$ cat src/logic/coarse_phase_pkg.sv
// How it works
// - Per-output coarse shift in synth clock periods
// - Shortened period never below 2 high 2 low
// - Up to 2^31 cycles per request, signed 32-bit shift
// - Positive lengthens, negative shortens, one period
// - Even duty splits change across both phases
// - Custom high width: change goes to low only
// - Unlimited successive independent requests
// - Buffer is one differential or two single-ended
// - Two-bit swing code selects differential swing
// - Three-bit code selects eight crossing levels
// - Single-ended copies, complementary pad optionally inverted
// - Five supply levels, four impedances single-ended
//
package coarse_phase_pkg;

  // ----------------------------------------------------------------
  // Register map (byte addresses)
  // ----------------------------------------------------------------
  localparam logic [7:0] ADDR_DIVIDE     = 8'h00;
  localparam logic [7:0] ADDR_HIGH_WIDTH = 8'h04;
  localparam logic [7:0] ADDR_SHIFT      = 8'h08;
  localparam logic [7:0] ADDR_BUF_CTRL   = 8'h0c;
  localparam logic [7:0] ADDR_STATUS     = 8'h10;

  // Buffer control field positions
  localparam int SE_MODE_BIT    = 0;
  localparam int INVERT_BIT     = 1;
  localparam int SUPPLY_LSB     = 2;
  localparam int SWING_LSB      = 5;
  localparam int CROSS_LSB      = 7;
  localparam int IMPEDANCE_LSB  = 10;
  localparam int BUF_CTRL_WIDTH = 12;

  // Reset values
  localparam logic [31:0] DIVIDE_RESET     = 32'h0000_0008;
  localparam logic [31:0] HIGH_WIDTH_RESET = 32'h0000_0000;
  localparam logic [11:0] BUF_CTRL_RESET   = 12'h000;

  // Smallest phase length after shortening, in synth cycles
  localparam logic [32:0] MIN_PHASE        = 33'h0_0000_0002;

  localparam logic [1:0] RESP_OKAY   = 2'b00;
  localparam logic [1:0] RESP_SLVERR = 2'b10;

  typedef struct packed {
    logic        se_mode;
    logic        invert_comp;
    logic [2:0]  supply_level_select;
    logic [1:0]  swing_select;
    logic [2:0]  common_mode_select;
    logic [1:0]  impedance_select;
  } buf_cfg_type;

  typedef struct packed {
    logic [31:0] divide;
    logic [31:0] high_width;
    logic [31:0] shift;
    logic        shift_req;
  } div_cfg_type;

endpackage

$ cat src/logic/coarse_divider.sv
module coarse_divider
  import coarse_phase_pkg::*;
(
  input  wire logic        clk,
  input  wire logic        rst,
  input  wire div_cfg_type cfg,
  output logic             clk_out,
  output logic             shift_taken,
  output logic             shift_busy
);

  typedef enum logic [1:0] {PH_HIGH, PH_LOW} phase_type;

  typedef struct packed {
    phase_type   phase;
    logic [32:0] count;
    logic [32:0] high_len;
    logic [32:0] low_len;
    logic        pending;
    logic        out;
    logic        taken;
    logic        busy;
  } state_type;

  state_type s_q;
  state_type s_d;

  logic [32:0] norm_high;
  logic [32:0] norm_low;
  logic [33:0] sh;
  logic [33:0] sh_hi;
  logic [33:0] sh_lo;
  logic [33:0] adj_high;
  logic [33:0] adj_low;

  // ----------------------------------------------------------------
  // Phase lengths
  // ----------------------------------------------------------------
  always_comb
  begin
    if (cfg.high_width == 32'h0)
    begin
      norm_high = {2'b00, cfg.divide[31:1]};
    end
    else
    begin
      norm_high = {1'b0, cfg.high_width};
    end
    norm_low = {1'b0, cfg.divide} - norm_high;
    sh = {{2{cfg.shift[31]}}, cfg.shift};
    if (cfg.high_width == 32'h0)
    begin
      sh_hi = {sh[33], sh[33:1]};
      sh_lo = sh - sh_hi;
    end
    else
    begin
      sh_hi = 34'h0;
      sh_lo = sh;
    end
    adj_high = {1'b0, norm_high} + sh_hi;
    adj_low  = {1'b0, norm_low} + sh_lo;
    // Clamp: a negative or tiny result pins at the floor
    if (adj_high[33] || adj_high[32:0] < MIN_PHASE)
    begin
      adj_high = {1'b0, MIN_PHASE};
    end
    if (adj_low[33] || adj_low[32:0] < MIN_PHASE)
    begin
      adj_low = {1'b0, MIN_PHASE};
    end
  end

  // ----------------------------------------------------------------
  // Divider state
  // ----------------------------------------------------------------
  always_comb
  begin
    s_d = s_q;
    s_d.taken = 1'b0;
    if (cfg.shift_req)
    begin
      s_d.pending = 1'b1;
    end
    if (s_q.count > 33'h1)
    begin
      s_d.count = s_q.count - 33'h1;
    end
    else if (s_q.phase == PH_HIGH)
    begin
      s_d.phase = PH_LOW;
      s_d.out   = 1'b0;
      s_d.count = s_q.low_len;
    end
    else
    begin
      // Period boundary: take a pending shift once, else plain division
      s_d.phase = PH_HIGH;
      s_d.out   = 1'b1;
      if (s_q.pending && !cfg.shift_req)
      begin
        s_d.high_len = adj_high[32:0];
        s_d.low_len  = adj_low[32:0];
        s_d.pending  = 1'b0;
        s_d.taken    = 1'b1;
        s_d.busy     = 1'b1;
      end
      else
      begin
        s_d.high_len = norm_high;
        s_d.low_len  = norm_low;
        s_d.busy     = 1'b0;
      end
      s_d.count = s_d.high_len;
    end
  end

  always_ff @(posedge clk)
  begin
    if (rst)
    begin
      s_q <= '{phase: PH_HIGH, count: 33'h1, high_len: 33'h4, low_len: 33'h4,
               pending: 1'b0, out: 1'b0, taken: 1'b0, busy: 1'b0};
    end
    else
    begin
      s_q <= s_d;
    end
  end

  assign clk_out     = s_q.out;
  assign shift_taken = s_q.taken;
  assign shift_busy  = s_q.busy;
endmodule // coarse_divider

$ cat src/logic/output_coarse_phase_and_buffer_cfg.sv
// The register addresses and the AXI4-Lite slave port are this design's own decisions.
module output_coarse_phase_and_buffer_cfg
  import coarse_phase_pkg::*;
(
  input  wire logic        clk,
  input  wire logic        rst,
  input  wire logic [7:0]  s_axi_awaddr,
  input  wire logic        s_axi_awvalid,
  output logic             s_axi_awready,
  input  wire logic [31:0] s_axi_wdata,
  input  wire logic [3:0]  s_axi_wstrb,
  input  wire logic        s_axi_wvalid,
  output logic             s_axi_wready,
  output logic [1:0]       s_axi_bresp,
  output logic             s_axi_bvalid,
  input  wire logic        s_axi_bready,
  input  wire logic [7:0]  s_axi_araddr,
  input  wire logic        s_axi_arvalid,
  output logic             s_axi_arready,
  output logic [31:0]      s_axi_rdata,
  output logic [1:0]       s_axi_rresp,
  output logic             s_axi_rvalid,
  input  wire logic        s_axi_rready,
  output logic             true_pad,
  output logic             complementary_pad,
  output buf_cfg_type      buf_cfg
);

  typedef struct packed {
    logic        aw_have;
    logic [7:0]  aw_addr;
    logic        w_have;
    logic [31:0] w_data;
    logic [3:0]  w_strb;
    logic        bvalid;
    logic [1:0]  bresp;
    logic        rvalid;
    logic [31:0] rdata;
    logic [1:0]  rresp;
    div_cfg_type div;
    logic [11:0] buf_ctrl;
    logic        true_q;
    logic        comp_q;
    logic        sticky_taken;
  } state_type;

  state_type s_q;
  state_type s_d;

  logic clk_div;
  logic shift_taken;
  logic shift_busy;

  coarse_divider u_div (
    .clk         (clk),
    .rst         (rst),
    .cfg         (s_q.div),
    .clk_out     (clk_div),
    .shift_taken (shift_taken),
    .shift_busy  (shift_busy)
  );

  function automatic logic [31:0] merge(input logic [31:0] old, input logic [31:0] nw, input logic [3:0] st);
    logic [31:0] r;
    r = old;
    for (int i = 0; i < 4; i++)
    begin
      if (st[i])
      begin
        r[i*8 +: 8] = nw[i*8 +: 8];
      end
    end
    return r;
  endfunction

  // ----------------------------------------------------------------
  // Register bus and pad logic
  // ----------------------------------------------------------------
  always_comb
  begin
    s_d = s_q;
    s_d.div.shift_req = 1'b0;
    if (shift_taken)
    begin
      s_d.sticky_taken = 1'b1;
    end
    if (s_axi_awvalid && s_axi_awready)
    begin
      s_d.aw_have = 1'b1;
      s_d.aw_addr = s_axi_awaddr;
    end
    if (s_axi_wvalid && s_axi_wready)
    begin
      s_d.w_have = 1'b1;
      s_d.w_data = s_axi_wdata;
      s_d.w_strb = s_axi_wstrb;
    end
    if (s_q.aw_have && s_q.w_have && !s_q.bvalid)
    begin
      s_d.aw_have = 1'b0;
      s_d.w_have  = 1'b0;
      s_d.bvalid  = 1'b1;
      s_d.bresp   = RESP_OKAY;
      case (s_q.aw_addr)
        ADDR_DIVIDE:     s_d.div.divide = merge(s_q.div.divide, s_q.w_data, s_q.w_strb);
        ADDR_HIGH_WIDTH: s_d.div.high_width = merge(s_q.div.high_width, s_q.w_data, s_q.w_strb);
        ADDR_SHIFT:
        begin
          // Every write is a fresh request, even of the same value
          s_d.div.shift = merge(s_q.div.shift, s_q.w_data, s_q.w_strb);
          s_d.div.shift_req = 1'b1;
        end
        ADDR_BUF_CTRL:   s_d.buf_ctrl = BUF_CTRL_WIDTH'(merge({20'h0, s_q.buf_ctrl}, s_q.w_data,
                                                          s_q.w_strb));
        ADDR_STATUS:
        begin
          // Write one clears; a same-cycle event wins
          if (s_q.w_strb[0] && s_q.w_data[0] && !shift_taken)
          begin
            s_d.sticky_taken = 1'b0;
          end
        end
        default:         s_d.bresp = RESP_SLVERR;
      endcase
    end
    if (s_q.bvalid && s_axi_bready)
    begin
      s_d.bvalid = 1'b0;
    end
    if (s_axi_arvalid && s_axi_arready)
    begin
      s_d.rvalid = 1'b1;
      s_d.rresp  = RESP_OKAY;
      case (s_axi_araddr)
        ADDR_DIVIDE:     s_d.rdata = s_q.div.divide;
        ADDR_HIGH_WIDTH: s_d.rdata = s_q.div.high_width;
        ADDR_SHIFT:      s_d.rdata = s_q.div.shift;
        ADDR_BUF_CTRL:   s_d.rdata = {20'h0, s_q.buf_ctrl};
        ADDR_STATUS:     s_d.rdata = {29'h0, clk_div, shift_busy, s_q.sticky_taken};
        default:
        begin
          s_d.rdata = 32'h0;
          s_d.rresp = RESP_SLVERR;
        end
      endcase
    end
    else if (s_q.rvalid && s_axi_rready)
    begin
      s_d.rvalid = 1'b0;
    end
    // Single-ended: comp pad copies the clock, inverted if INVERT_BIT is set; differential: complement
    s_d.true_q = clk_div;
    if (s_q.buf_ctrl[SE_MODE_BIT])
    begin
      s_d.comp_q = s_q.buf_ctrl[INVERT_BIT] ? !clk_div : clk_div;
    end
    else
    begin
      s_d.comp_q = !clk_div;
    end
  end

  always_ff @(posedge clk)
  begin
    if (rst)
    begin
      s_q <= '0;
      s_q.div.divide     <= DIVIDE_RESET;
      s_q.div.high_width <= HIGH_WIDTH_RESET;
      s_q.buf_ctrl       <= BUF_CTRL_RESET;
    end
    else
    begin
      s_q <= s_d;
    end
  end

  assign s_axi_awready     = !s_q.aw_have;
  assign s_axi_wready      = !s_q.w_have;
  assign s_axi_bvalid      = s_q.bvalid;
  assign s_axi_bresp       = s_q.bresp;
  assign s_axi_arready     = !s_q.rvalid;
  assign s_axi_rvalid      = s_q.rvalid;
  assign s_axi_rdata       = s_q.rdata;
  assign s_axi_rresp       = s_q.rresp;
  assign true_pad          = s_q.true_q;
  assign complementary_pad = s_q.comp_q;
  // Software keeps supply/swing/crossing combos legal; hardware passes them on
  assign buf_cfg = '{se_mode:             s_q.buf_ctrl[SE_MODE_BIT],
                     invert_comp:         s_q.buf_ctrl[INVERT_BIT],
                     supply_level_select: s_q.buf_ctrl[SUPPLY_LSB +: 3],
                     swing_select:        s_q.buf_ctrl[SWING_LSB +: 2],
                     common_mode_select:  s_q.buf_ctrl[CROSS_LSB +: 3],
                     impedance_select:    s_q.buf_ctrl[IMPEDANCE_LSB +: 2]};
endmodule // output_coarse_phase_and_buffer_cfg

$ cat config.mk
export PLATFORM = sky130hd
export DESIGN_NAME = output_coarse_phase_and_buffer_cfg
export DESIGN_NICKNAME = d
export VERILOG_FILES = /design/src/logic/coarse_phase_pkg.sv /design/src/logic/coarse_divider.sv /design/src/logic/output_coarse_phase_and_buffer_cfg.sv
export SDC_FILE = /design/constraint.sdc
export NUM_CORES = 1
export LEC_CHECK = 0
export BUFFER_PORTS_ARGS = -buffer_cell sky130_fd_sc_hd__buf_2
export CAP_MARGIN = 5
export CORE_MARGIN = 2
export CORE_UTILIZATION = 38
export DETAILED_ROUTE_END_ITERATION = 8
export PLACE_DENSITY = 0.57
export REMOVE_ABC_BUFFERS = 1
export SLEW_MARGIN = 0
export SYNTH_ARGS = -nofsm -noshare
export SYNTH_HDL_FRONTEND = slang
export SYNTH_SLANG_ARGS = --single-unit
$ cat constraint.sdc
create_clock -name clk -period 9.9 [get_ports clk]
set_input_delay 0.495 -clock clk [delete_from_list [all_inputs] [get_ports clk]]
set_output_delay 0.495 -clock clk [all_outputs]
set_load 0.01 [all_outputs]
* Yosys cells after proc, flatten, opt, wreduce, memory -nomap -nowiden
Index checks and enable logic that the tools add are counted.
** Storage, ports and cells
- Register bits after elaboration :: 268
- Input bits :: 59
** Cells by class
- Mux-type cells :: 27
- Add/subtract/negate cells :: 5
- Equality and inequality tests :: 8
- Reductions and logical operators :: 45
- Bitwise logic cells :: 3
- Order comparisons :: 3
** Operators by type and width (number)
- $pmux 32 s5 :: 1
- $mux 34 :: 3
- $mux 33 :: 3
- $lt 33x2->1 const B :: 2
- $mux 66 :: 1
- $reduce_and 3->1 :: 14
- $add 32x34->34 :: 1
- $add 33x34->34 :: 1
- $gt 33x1->1 const B :: 1
- $sub 32x31->33 :: 1
- $sub 32x32->33 :: 1
- $sub 33x1->33 const B :: 1
- $eq 8x4->1 const B :: 4
- $logic_not 32->1 :: 1
- $mux 32 :: 1
- $eq 8x3->1 const B :: 2
- $eq 8x5->1 const B :: 2
- $logic_not 8->1 :: 2
- $mux 1 :: 14
- $logic_and 1x1->1 :: 10
- $reduce_or 5->1 :: 2
- $logic_not 1->1 :: 7
- $mux 2 :: 3
- $reduce_or 2->1 :: 3
- 7 further kinds :: 10

* Logic depth before layout (Yosys ltp)
Gate-level depths: netlist of the first run.
- Depth in word-level cells :: 10
- Gate-level depth with buffers :: 41
- Depth with buffers taken out :: 34

* Hierarchy
From an unflattened synthesis of the first run, not the netlist that was laid out.
** Second synthesis, totals
- Cells, all modules :: 2584
- Area, all modules :: 20423.3 um2
** By module, submodules not included
- coarse_divider :: instances 1, area an instance 12129.1 um2, cells an instance 1742
- output_coarse_phase_and_buffer_cfg :: instances 1, area an instance 8294.2 um2, cells an instance 842

* Least setup slack after synthesis of the first run
No wires, ideal clock.
- Path type :: flip-flop to flip-flop
- From :: reg s_q[61] (netlist name)
- To :: reg u_div.s_q[17] (netlist name)
- Path slack :: 1767 ps
- Arrival time :: 8015 ps
- Required time :: 9781 ps
- Cell stages (with the launch flop) :: 39
- Path through :: dfxtp_1 buf_4 nor4_1 nand4_1 buf_2 nor2_4 buf_2 buf_1 clkbuf_1 buf_1 buf_1 a21oi_1 ha_1 clkbuf_1 a21oi_1 nor2b_1 o21ai_0 nand2_1 [3 not listed] a221o_1 a21oi_1 o21ai_1 xor2_1 ha_1 nand2_1 or3_1 nor2_1 nand3_1 and3_1 nor4_1 o211ai_1 nor4_1 and3_1 nand4_1 a2111oi_2 a311oi_1 o221a_1
** Between the ends
- Word-level cells in the longest chain between the ends :: 8
- Elaborated cells between the ends (all ways) :: 9
** Ends and longest elaborated chain
- start: declaration :: RTL line output_coarse_phase_and_buffer_cfg.sv:47 : state_type s_q;
- $logic_not 32->1 :: RTL line coarse_divider.sv:41, coarse_divider.sv:51
- $mux 32 :: RTL line coarse_divider.sv:41 : if (cfg.high_width == 32'h0)
- $sub 32x32->33 :: RTL line coarse_divider.sv:49 : norm_low = {1'b0, cfg.divide} - norm_high;
- $add 33x34->34 :: RTL line coarse_divider.sv:62 : adj_low = {1'b0, norm_low} + sh_lo;
- $lt 33x2->1 :: RTL line coarse_divider.sv:68 : if (adj_low[33] || adj_low[32:0] < MIN_PHASE)
- $logic_or 1x1->1 :: RTL line coarse_divider.sv:68
- $mux 33 :: RTL line coarse_divider.sv:68
- $mux 66 * :: RTL line coarse_divider.sv:100 : if (s_q.pending && !cfg.shift_req)
- end signal: assignment :: RTL line coarse_divider.sv:122 : s_q <= '{phase: PH_HIGH, count: 33'h1, high_len: 33'h4, low_len: 33'h4,
- end: declaration :: RTL line coarse_divider.sv:25 : state_type s_q;
Mark *: on every way between the ends. The rest lies on a longest branch, timed or not.
A chain may end at the register's enable or synchronous reset.

* Final worst setup path of the first run
- From :: reg s_q[55] (netlist name)
- To :: reg u_div.s_q[33] (netlist name)
The elaborated chain is that of the path after synthesis.

==> metrics.md, run 1 <==
| Metric | Value |
|---|---|
| Outcome | `completed` |
| Crit Path Class | `flop to flop` |
| Most used cell, CP | `a21oi_1` |
| Register area share after synthesis | `0.257` |
| Max cap viols | `0` |
| Via density | `5.91` |
| Die width | `237 um` |
| Diodes inserted | `0` |
| Setup violations, final | `0` |
| Clock sink count | `265` |
| CP max stage delay | `0.66 ns` |
| Total GRT Usage | `0.249` |
| Post-synthesis adder-cell area fraction | `0.0701` |
| Maximum fanout along the worst path | `23` |
| Setup Skew | `0.0134 ns` |
| Slowest cell on crit path | `and2_1` |
| Clock tree root buffer cell | `clkbuf_16` |
| Via count | `20100` |
| # rows | `85` |
| Initial core utilization | `0.384` |
| Leak pwr | `9.64 nW` |
| Worst-margin pin slew | `1.19 ns` |
| Crit. End Element | `flop` |
| Multi-input logic area | `13900 um^2` |
| Synthesized flop and latch total | `265` |
| Number of buffers created by CTS | `30` |
| Main synth FF type | `dfxtp_1` |
| Reg2reg start | `s_q[55]` |
| Nets | `2854` |
| Synth Area in Compound Gates | `0.246` |
| Pwr Density | `133 nW/um^2` |
| Worst-path clk slew | `0.07 ns` |
| Post-synth EDFFs | `0` |
| Post-CTS sizing | `0` |
| Cts hold-fix bufs | `0` |
| Chip Height | `237 um` |
| Worst reg2reg path depth | `31` |
| Post-synth cell types | `99` |
| Routed wire length | `72.3 mm` |
| Synth top area share | `0.257` |
| DR WL/cell | `21.2 um` |
| Hpwl dp | `56.2 mm` |
| Worst vdd ir | `0.135 mV` |
| # DRC | `0` |
| Top cells by count, synth | `nor2_1 (293), nand2_1 (279), dfxtp_1 (265), a21oi_1 (242), o21ai_0 (167)` |
| Layout cells sized above 1 | `0.0923` |
| Hold Crit Endpoint | `s_axi_rvalid` |
| Clk_lat worst skew | `0.59 ns` |
| Storage cell area | `5310 um^2` |
| Worst R2R Setup Slack | `1.17 ns` |
| Gpl congestion | `0.948` |
| Ports | `114` |
| M1 GR Usage | `0.373` |
| Cells after Synth | `2721` |
| Post-DRT Antenna Nets | `0` |
| Mux contribution to synthesized area | `0.0841` |
| Vias in the first global route | `18700` |
| Largest family of logic cells by synthesized area | `compound AO/OA/AOI/OAI gates` |
| Hold Fails Final Rpt | `0` |
| Placed cells | `3352` |
| Die area | `56100 um^2` |
| Post-Synth Simple-Gate Area | `0.205` |
| Leading area contributor after synthesis | `dfxtp_1` |
| Worst Path Required | `10.38 ns` |
| YS warnings | `0` |
| 1st-pass router iterations | `6` |
| Iteration-0 DRC Markers | `1990` |
| Initial antenna violation count | `3` |
| Most common cell in the synthesized netlist | `nor2_1` |
| Postcts setup bufs | `0` |
| Arrival @ worst endpoint | `9.21 ns` |
| CORE AREA | `53700 um^2` |
| Synthesized cell area | `20600 um^2` |
| Final Cycle Share | `0.881` |
| Met3 GRT Util | `0.0342` |
| Max Buffers Root-to-Sink | `3` |
| Pins over their slew limit | `0` |
| IO Port Bufs | `111` |
| Hold_sp | `s_axi_rready` |
| First-pass GRT wire length | `110 mm` |
| Post-Synth XOR/XNOR Area | `0.0670` |
| Unrepaired setup endpoints after global routing | `no` |
| Worst setup SP type | `flop` |
| Global route total overflow | `0` |
| Final std cells w/o fill | `3406` |
| H-tree Lvls | `1` |
| Leading post-synthesis cells by cell area | `dfxtp_1 (26%), mux2i_1 (7.1%), ha_1 (6.4%), a21oi_1 (5.9%), nor2_1 (5.3%)` |
| Hold Path Cell Cnt | `2` |
| Largest net degree at the start of global routing | `168` |
| Most used routing layer | `met2` |
| Max Freq | `115 MHz` |
| Fin Setup TNS | `0 ns` |
| Met2 usage | `0.376` |
| Hold Crit Class | `input pin to flop` |
| Syn avg cell area | `7.57 um^2` |
| R2R Path End | `u_div.s_q[33]` |
| Slew margin rel. | `0.202` |
| Post-synth ARST share | `0` |
| Fin crit period | `8.73 ns` |
| Area Growth Syn to Fin | `8.54%` |
| CTS tree | `built` |
| Fill count | `5497` |
==> worst max path at each step <==
stage | start | to | slack [ns] | cells after the start
2_1_floorplan | s_q[55] | u_div.s_q[18] | 2.08 | 31
3_3_place_gp | s_q[50] | u_div.s_q[17] | 1.36 | 32
3_5_place_dp | s_q[55] | u_div.s_q[33] | 1.30 | 31
4_1_cts | s_q[55] | u_div.s_q[33] | 1.26 | 31
5_1_grt | s_q[55] | u_div.s_q[36] | 0.57 | 31
6_report | s_q[55] | u_div.s_q[33] | 1.17 | 31
==> worst max-delay path: cells and delay by family, from the launching register on <==
kind	cells	cell delay [ns]
DFF	1	0.44
and+or+nand+nor	8	2.77
AOI/OAI and AO/OA	19	4.08
xor gates and xnor gates	2	0.51
adders and majority gates	2	0.82
==> power breakdown <==
group	leakage, nW	switching (mW)	internal, mW	total, mW
combinational	6.99	0.364	0.224	0.588
sequential	2.15	0.0600	1.13	1.19
clock	0.508	0.478	0.726	1.20
==> registers in the layout, indices dropped and copies added, names as in the netlist <==
name               cells
u_div.clk_out          1
s_axi_rresp            1
u_div.shift_taken      1
complementary_pad      1
u_div.shift_busy       1
buf_cfg               12
s_axi_bvalid           1
s_axi_rvalid           1
s_axi_rdata           32
s_axi_bresp            1
u_div.s_q             68
true_pad               1
s_q                  144
==> routing by layer <==
metal / routed length (um) / vias up / part of all wire
met5: 22 / - / 0.00030
met4: 1350 / 2 / 0.019
met3: 5610 / 68 / 0.078
met2: 30800 / 720 / 0.43
met1: 34600 / 9653 / 0.48
li1: - / 9683 / -
==> metrics by stage <==
| step | area (um^2) | util | worst slack [ns] | hold WS [ns] | power (mW) |
|---|---|---|---|---|---|
| after CTS | 22400 | 0.417 | 1.26 | 0.0770 | 3.00 |
| after floorplan | 19600 | - | 2.08 | 0.413 | 1.61 |
| after global placement | 21300 | 0.397 | 1.36 | 0.420 | 1.79 |
| after global routing | 22400 | 0.417 | 0.574 | 0.0812 | 3.12 |
| final | 22400 | 0.417 | 1.17 | 0.0977 | 2.98 |
| after detailed placement | 21300 | 0.397 | 1.30 | 0.438 | 1.79 |
==> cell families (layout without fill, tap and decap cells) <==
kind of cell / count (synthesis) / count (layout)
mux: 161 / 161
fa+ha+maj: 116 / 116
buf+inv: 325 / 313
flops: 265 / 265
simple gates: 916 / 916
xor+xnor: 156 / 156
compound gates: 781 / 781
other cells: 1 / 2
==> cell type report <==
class / instances / share of cell area
Multi-Input combinational cell: 2132 / 0.622
Sequential cell: 265 / 0.237
Tap cell: 696 / 0.0389
Clock buffer: 42 / 0.0379
Timing Repair Buffer: 139 / 0.0351
Inverter: 120 / 0.0201
Clock inverter: 12 / 0.00923
==> cells in the final DEF (no fill, tap or decap), types with 13 or more instances in the layout <==
cell | Yosys | routed
a21o_1 | 54 | 54
clkbuf_16 | 0 | 31
and3_1 | 28 | 28
o31ai_1 | 17 | 17
a221oi_1 | 13 | 13
xnor2_1 | 96 | 96
xor2_1 | 58 | 58
nand4_1 | 16 | 16
dfxtp_1 | 265 | 265
o21ai_0 | 167 | 167
or3_1 | 25 | 25
o2111ai_1 | 15 | 15
a21oi_1 | 242 | 242
o21a_1 | 18 | 18
o22ai_1 | 13 | 13
o21bai_1 | 17 | 17
nor3_1 | 53 | 49
buf_2 | 10 | 110
nor4_1 | 29 | 29
nand2b_1 | 22 | 22
nand3_1 | 83 | 83
a211oi_1 | 39 | 39
nand2_1 | 279 | 278
inv_1 | 119 | 119
a31oi_1 | 34 | 34
ha_1 | 105 | 105
a211o_1 | 14 | 14
nor2_1 | 293 | 292
nor2b_1 | 22 | 20
mux2i_1 | 147 | 147
buf_4 | 52 | 27
No activity file was read; power rests on OpenSTA's default activity.
==> run 2: changes to the inputs <==
Settings changed: REMOVE_ABC_BUFFERS 1 to unset.
==> metrics.md, run 2 (synthesized netlist as in run 1, its figures left out) <==
| Metric | Value |
|---|---|
| Outcome | `completed (unchanged)` |
| Pre-CTS WS | `1.40 ns (was 1.30 ns)` |
| Worst setup SP type | `flop (unchanged)` |
| Hold Crit Class | `input pin to flop (unchanged)` |
| CP max stage delay | `0.60 ns (was 0.66 ns)` |
| Die area | `56100 um^2 (unchanged)` |
| Slew margin rel. | `0.220 (was 0.202)` |
| Max Buffers Root-to-Sink | `3 (unchanged)` |
| Max Freq | `117 MHz (was 115 MHz)` |
| Most frequent cells in the layout | `nor2_1 (292), nand2_1 (278), dfxtp_1 (265), a21oi_1 (242), o21ai_0 (167) (unchanged)` |
| Number of buffers created by CTS | `29 (was 30)` |
| Post-CTS sizing | `0 (unchanged)` |
| Worst Path Required | `10.37 ns (was 10.38 ns)` |
| Crit Path Class | `flop to flop (unchanged)` |
| R2R Path End | `u_div.s_q[5] (was u_div.s_q[33])` |
| Chip Height | `237 um (unchanged)` |
| IO Port Bufs | `111 (unchanged)` |
| Critical Path Start | `s_q[50] (was s_q[55])` |
| Worst-path clk slew | `0.06 ns (was 0.07 ns)` |
| Nets | `2853 (was 2854)` |
| Hold_sp | `s_axi_rready (unchanged)` |
| Worst reg2reg path depth | `34 (was 31)` |
| Hpwl dp | `55.6 mm (was 56.2 mm)` |
| Hold Fails Final Rpt | `0 (unchanged)` |
| # rows | `85 (unchanged)` |
| Cts hold-fix bufs | `0 (unchanged)` |
| Total GRT Usage | `0.245 (was 0.249)` |
| Worst setup margin | `1.32 ns (was 1.17 ns)` |
| Reg2reg start | `s_q[50] (was s_q[55])` |
| H-tree Lvls | `1 (unchanged)` |
| # DRC | `0 (unchanged)` |
| Ports | `114 (unchanged)` |
| Hold Crit Endpoint | `s_axi_rvalid (unchanged)` |
| Via count | `19900 (was 20100)` |
| Global route total overflow | `0 (unchanged)` |
| Crit. End Element | `flop (unchanged)` |
| Final instance area | `22300 um^2 (was 22400 um^2)` |
| Arrival @ worst endpoint | `9.04 ns (was 9.21 ns)` |
| Postcts setup bufs | `0 (unchanged)` |
| Met3 GRT Util | `0.0294 (was 0.0342)` |
| Commonest non-fill, non-tap cell in the layout | `nor2_1 (unchanged)` |
| Clock tree root buffer cell | `clkbuf_16 (unchanged)` |
| M1 GR Usage | `0.359 (was 0.373)` |
| Area Growth Syn to Fin | `8.13% (was 8.54%)` |
| Gpl congestion | `0.910 (was 0.948)` |
| Biggest register | `s_q (unchanged)` |
| Multi-input logic area | `13900 um^2 (about the same)` |
| CTS tree | `built (unchanged)` |
| Worst-margin pin slew | `1.16 ns (was 1.19 ns)` |
| Worst R2R Setup Slack | `1.32 ns (was 1.17 ns)` |
| Die width | `237 um (unchanged)` |
| Storage cell area | `5310 um^2 (unchanged)` |
| Placed cells | `3352 (unchanged)` |
| Clock sink count | `265 (unchanged)` |
| Maximum fanout along the worst path | `32 (was 23)` |
| Fin Hold WS | `0.0911 ns (was 0.0977 ns)` |
| Routed wire length | `71.0 mm (was 72.3 mm)` |
| Setup violations, final | `0 (unchanged)` |
| Clk_lat worst skew | `0.58 ns (was 0.59 ns)` |
| Initial core utilization | `0.384 (unchanged)` |
| Area after DPL | `21300 um^2 (about the same)` |
| Total power | `2.90 mW (was 2.98 mW)` |
| Unrepaired setup endpoints after global routing | `no (unchanged)` |
| Via density | `5.84 (was 5.91)` |
| CORE AREA | `53700 um^2 (unchanged)` |
| Iteration-0 DRC Markers | `1549 (was 1990)` |
| First-pass GRT wire length | `109 mm (was 110 mm)` |
| DR WL/cell | `20.9 um (was 21.2 um)` |
| Slowest cell on crit path | `nor4_1 (was and2_1)` |
| Max cap viols | `0 (unchanged)` |
| Vias in the first global route | `18600 (was 18700)` |
| Fin Setup TNS | `0 ns (unchanged)` |
| Setup Skew | `0.0156 ns (was 0.0134 ns)` |
| Largest net degree at the start of global routing | `105 (was 168)` |
| Pins over their slew limit | `0 (unchanged)` |
| Fin crit period | `8.58 ns (was 8.73 ns)` |
| Most used cell, CP | `a21oi_1 (unchanged)` |
| Layout cells sized above 1 | `0.0927 (was 0.0923)` |
| Initial antenna violation count | `0 (was 3)` |
| Fill count | `5480 (was 5497)` |
| Met2 usage | `0.389 (was 0.376)` |
| Max reg flops | `144 (unchanged)` |
| Hold Path Cell Cnt | `2 (unchanged)` |
| 1st-pass router iterations | `7 (was 6)` |
| Most used routing layer | `met2 (unchanged)` |
| Final Cycle Share | `0.867 (was 0.881)` |
| Diodes inserted | `0 (unchanged)` |
| Final core occ | `0.415 (was 0.417)` |
| Post-DRT Antenna Nets | `0 (unchanged)` |
| Pwr Density | `130 nW/um^2 (was 133 nW/um^2)` |
| Final std cells w/o fill | `3404 (was 3406)` |
| Worst vdd ir | `0.125 mV (was 0.135 mV)` |
| Leak pwr | `9.61 nW (was 9.64 nW)` |
-- run 2: how the worst max path moves through the flow --
stage,endpoint
global placement,u_div.s_q[4]
detailed placement,u_div.s_q[5]
finish,u_div.s_q[5]
CTS,u_div.s_q[5]
global route,u_div.s_q[5]
floorplan,u_div.s_q[17]
-- run 2: layout make-up --
cell class	instances	area share
multi-input cells	2132	0.624
flip-flops and latches	265	0.238
well taps	696	0.0391
clock buffers	38	0.0354
repair buffers	139	0.0347
inverters	120	0.0202
clock inverters	14	0.00848
-- run 2: power breakdown --
part           total (mW)  switching [mW]  internal [mW]
Combinational       0.583           0.360          0.223
Sequential           1.19          0.0586           1.13
Clock                1.13           0.464          0.667
-- run 2: metal layers --
layer	vias to the layer above	share of wire
met3	62	0.060
li1	9666	-
met5	-	0
met1	9568	0.49
met4	0	0.015
met2	600	0.44
-- run 2: worst max-delay path: cells and delay by family (launching register included) --
kind / cells / cell delay, ns
adder cells (fa/ha/maj): 2 / 0.82
XOR/XNOR: 1 / 0.24
AND/OR/NAND/NOR: 11 / 2.26
buffers and inverters: 2 / 0.58
AO/OA/AOI/OAI: 18 / 4.16
flip-flops: 1 / 0.40
==> run 3: changes to the inputs <==
Settings changed: MAX_ROUTING_LAYER set to met4.
==> metrics.md, run 3 (synthesized netlist as in run 1, its figures left out) <==
| Metric | Value |
|---|---|
| R2R Path End | `u_div.s_q[5] (unchanged)` |
| Crit. End Element | `flop (unchanged)` |
| Gpl congestion | `0.931 (was 0.910)` |
| # DRC | `0 (unchanged)` |
| Post-CTS sizing | `0 (unchanged)` |
| Diodes inserted | `0 (unchanged)` |
| Max Freq | `119 MHz (was 117 MHz)` |
| Hold Fails Final Rpt | `0 (unchanged)` |
| Commonest non-fill, non-tap cell in the layout | `nor2_1 (unchanged)` |
| Global route total overflow | `0 (unchanged)` |
| Slew margin rel. | `0.286 (was 0.220)` |
| H-tree Lvls | `1 (unchanged)` |
| Slowest cell on crit path | `a2111oi_2 (was nor4_1)` |
| Chip Height | `237 um (unchanged)` |
| IO Port Bufs | `111 (unchanged)` |
| Worst vdd ir | `0.113 mV (was 0.125 mV)` |
| First-pass GRT wire length | `112 mm (was 109 mm)` |
| Die width | `237 um (unchanged)` |
| Initial antenna violation count | `0 (unchanged)` |
| Worst-path clk slew | `0.06 ns (about the same)` |
| Layout cells sized above 1 | `0.0928 (was 0.0927)` |
| Maximum fanout along the worst path | `51 (was 32)` |
| Hpwl dp | `56.9 mm (was 55.6 mm)` |
| Fill count | `5474 (was 5480)` |
| Ports | `114 (unchanged)` |
| Clk_lat worst skew | `0.59 ns (was 0.58 ns)` |
| CORE AREA | `53700 um^2 (unchanged)` |
| Post-DRT Antenna Nets | `0 (unchanged)` |
| CTS tree | `built (unchanged)` |
| Fin Setup TNS | `0 ns (unchanged)` |
| Worst Path Required | `10.38 ns (was 10.37 ns)` |
| Clock sink count | `265 (unchanged)` |
| Setup violations, final | `0 (unchanged)` |
| Pwr Density | `129 nW/um^2 (was 130 nW/um^2)` |
| Number of buffers created by CTS | `29 (unchanged)` |
| Reg2reg start | `s_q[50] (unchanged)` |
| Total power | `2.88 mW (was 2.90 mW)` |
| Fin crit period | `8.43 ns (was 8.58 ns)` |
| DR WL/cell | `21.5 um (was 20.9 um)` |
| Final Cycle Share | `0.851 (was 0.867)` |
| Critical Path Start | `s_q[50] (unchanged)` |
| Postcts setup bufs | `0 (unchanged)` |
| Leak pwr | `9.60 nW (was 9.61 nW)` |
| # rows | `85 (unchanged)` |
| Arrival @ worst endpoint | `8.90 ns (was 9.04 ns)` |
| Area Growth Syn to Fin | `8.01% (was 8.13%)` |
| Routed wire length | `73.0 mm (was 71.0 mm)` |
| Via count | `20000 (was 19900)` |
| Via density | `5.88 (was 5.84)` |
| Worst-margin pin slew | `1.07 ns (was 1.16 ns)` |
| Crit Path Class | `flop to flop (unchanged)` |
| Nets | `2853 (unchanged)` |
| Pins over their slew limit | `0 (unchanged)` |
| Clock tree root buffer cell | `clkbuf_16 (unchanged)` |
| Setup Skew | `0.0181 ns (was 0.0156 ns)` |
| Worst setup SP type | `flop (unchanged)` |
| Worst R2R Setup Slack | `1.47 ns (was 1.32 ns)` |
| Outcome | `completed (unchanged)` |
| Total GRT Usage | `0.261 (was 0.245)` |
| Setup crit end | `u_div.s_q[5] (unchanged)` |
| 1st-pass router iterations | `5 (was 7)` |
| Most used cell, CP | `a21oi_1 (unchanged)` |
| Unrepaired setup endpoints after global routing | `no (unchanged)` |
| Initial core utilization | `0.384 (unchanged)` |
| CP max stage delay | `0.56 ns (was 0.60 ns)` |
| Max reg flops | `144 (unchanged)` |
| Hold Crit Class | `input pin to flop (unchanged)` |
| Max Buffers Root-to-Sink | `3 (unchanged)` |
| Max cap viols | `0 (unchanged)` |
| Largest net degree at the start of global routing | `95 (was 105)` |
| Die area | `56100 um^2 (unchanged)` |
| Most frequent cells in the layout | `nor2_1 (292), nand2_1 (278), dfxtp_1 (265), a21oi_1 (242), o21ai_0 (167) (unchanged)` |
| Cts hold-fix bufs | `0 (unchanged)` |
| Biggest register | `s_q (unchanged)` |
| Vias in the first global route | `19000 (was 18600)` |
| Iteration-0 DRC Markers | `1723 (was 1549)` |
| Worst reg2reg path depth | `33 (was 34)` |
==> run 3: changes by cell type in the layout (fill, tap and decap cells not counted) <==
| cell | change |
|---|---|
| clkinvlp_4 | +1 |
| clkbuf_8 | +2 |
| inv_6 | -3 |
| inv_8 | +1 |
| clkbuf_1 | -4 |
| bufinv_16 | -1 |
==> run 3: layout make-up <==
| class | count | area [um^2] | share of cell area |
|---|---|---|---|
| repair buffers | 139 | 774 | 0.0348 |
| well taps | 696 | 871 | 0.0391 |
| multi-input cells | 2132 | 13900 | 0.625 |
| clock buffers | 36 | 802 | 0.0360 |
| flip-flops and latches | 265 | 5310 | 0.238 |
| clock inverters | 12 | 151 | 0.00680 |
| inverters | 120 | 450 | 0.0202 |
==> run 3: metal layers <==
layer	vias to the layer above	GRT usage	wire length (um)
met5	-	-	0
met4	0	0.0573	1540
met3	88	0.0290	5130
met2	718	0.395	31500
met1	9502	0.372	34800
li1	9677	-	-
==> run 3: power breakdown <==
part,internal (mW),switching [mW]
registers,1.13,0.0580
logic,0.223,0.360
clock network,0.647,0.464
==> run 3: worst min path at each step <==
| stage | slack [ns] | depth (start not counted) | end | start |
|---|---|---|---|---|
| after floorplan | 0.41 | 2 | s_q[0] | u_div.shift_taken |
| after global placement | 0.43 | 2 | s_q[0] | u_div.shift_taken |
| after detailed placement | 0.44 | 2 | s_q[0] | u_div.shift_taken |
| after CTS | 0.09 | 2 | s_axi_rvalid | s_axi_rready |
| after global routing | 0.1 | 2 | s_axi_rvalid | s_axi_rready |
| final | 0.1 | 2 | s_axi_rvalid | s_axi_rready |
==> run 3: worst max-delay path: cells and delay by family, from the launching register on <==
family	cells	cell delay (ns)
AO/OA/AOI/OAI	17	3.94
AND/OR/NAND/NOR	11	2.28
adder cells (fa/ha/maj)	2	0.74
buffers and inverters	2	0.72
flip-flops	1	0.39
XOR/XNOR	1	0.19
==> run 3: stage by stage <==
step	setup slack (ns)	cells	util	cell area, um^2	hold WS, ns
after floorplan	1.77	2722	-	20600	0.413
after global placement	1.55	3352	0.397	21300	0.433
after detailed placement	1.41	3352	0.397	21300	0.437
after CTS	1.38	3400	0.415	22300	0.0867
after global routing	0.596	3400	0.415	22300	0.0966
final	1.47	3400	0.415	22300	0.0973
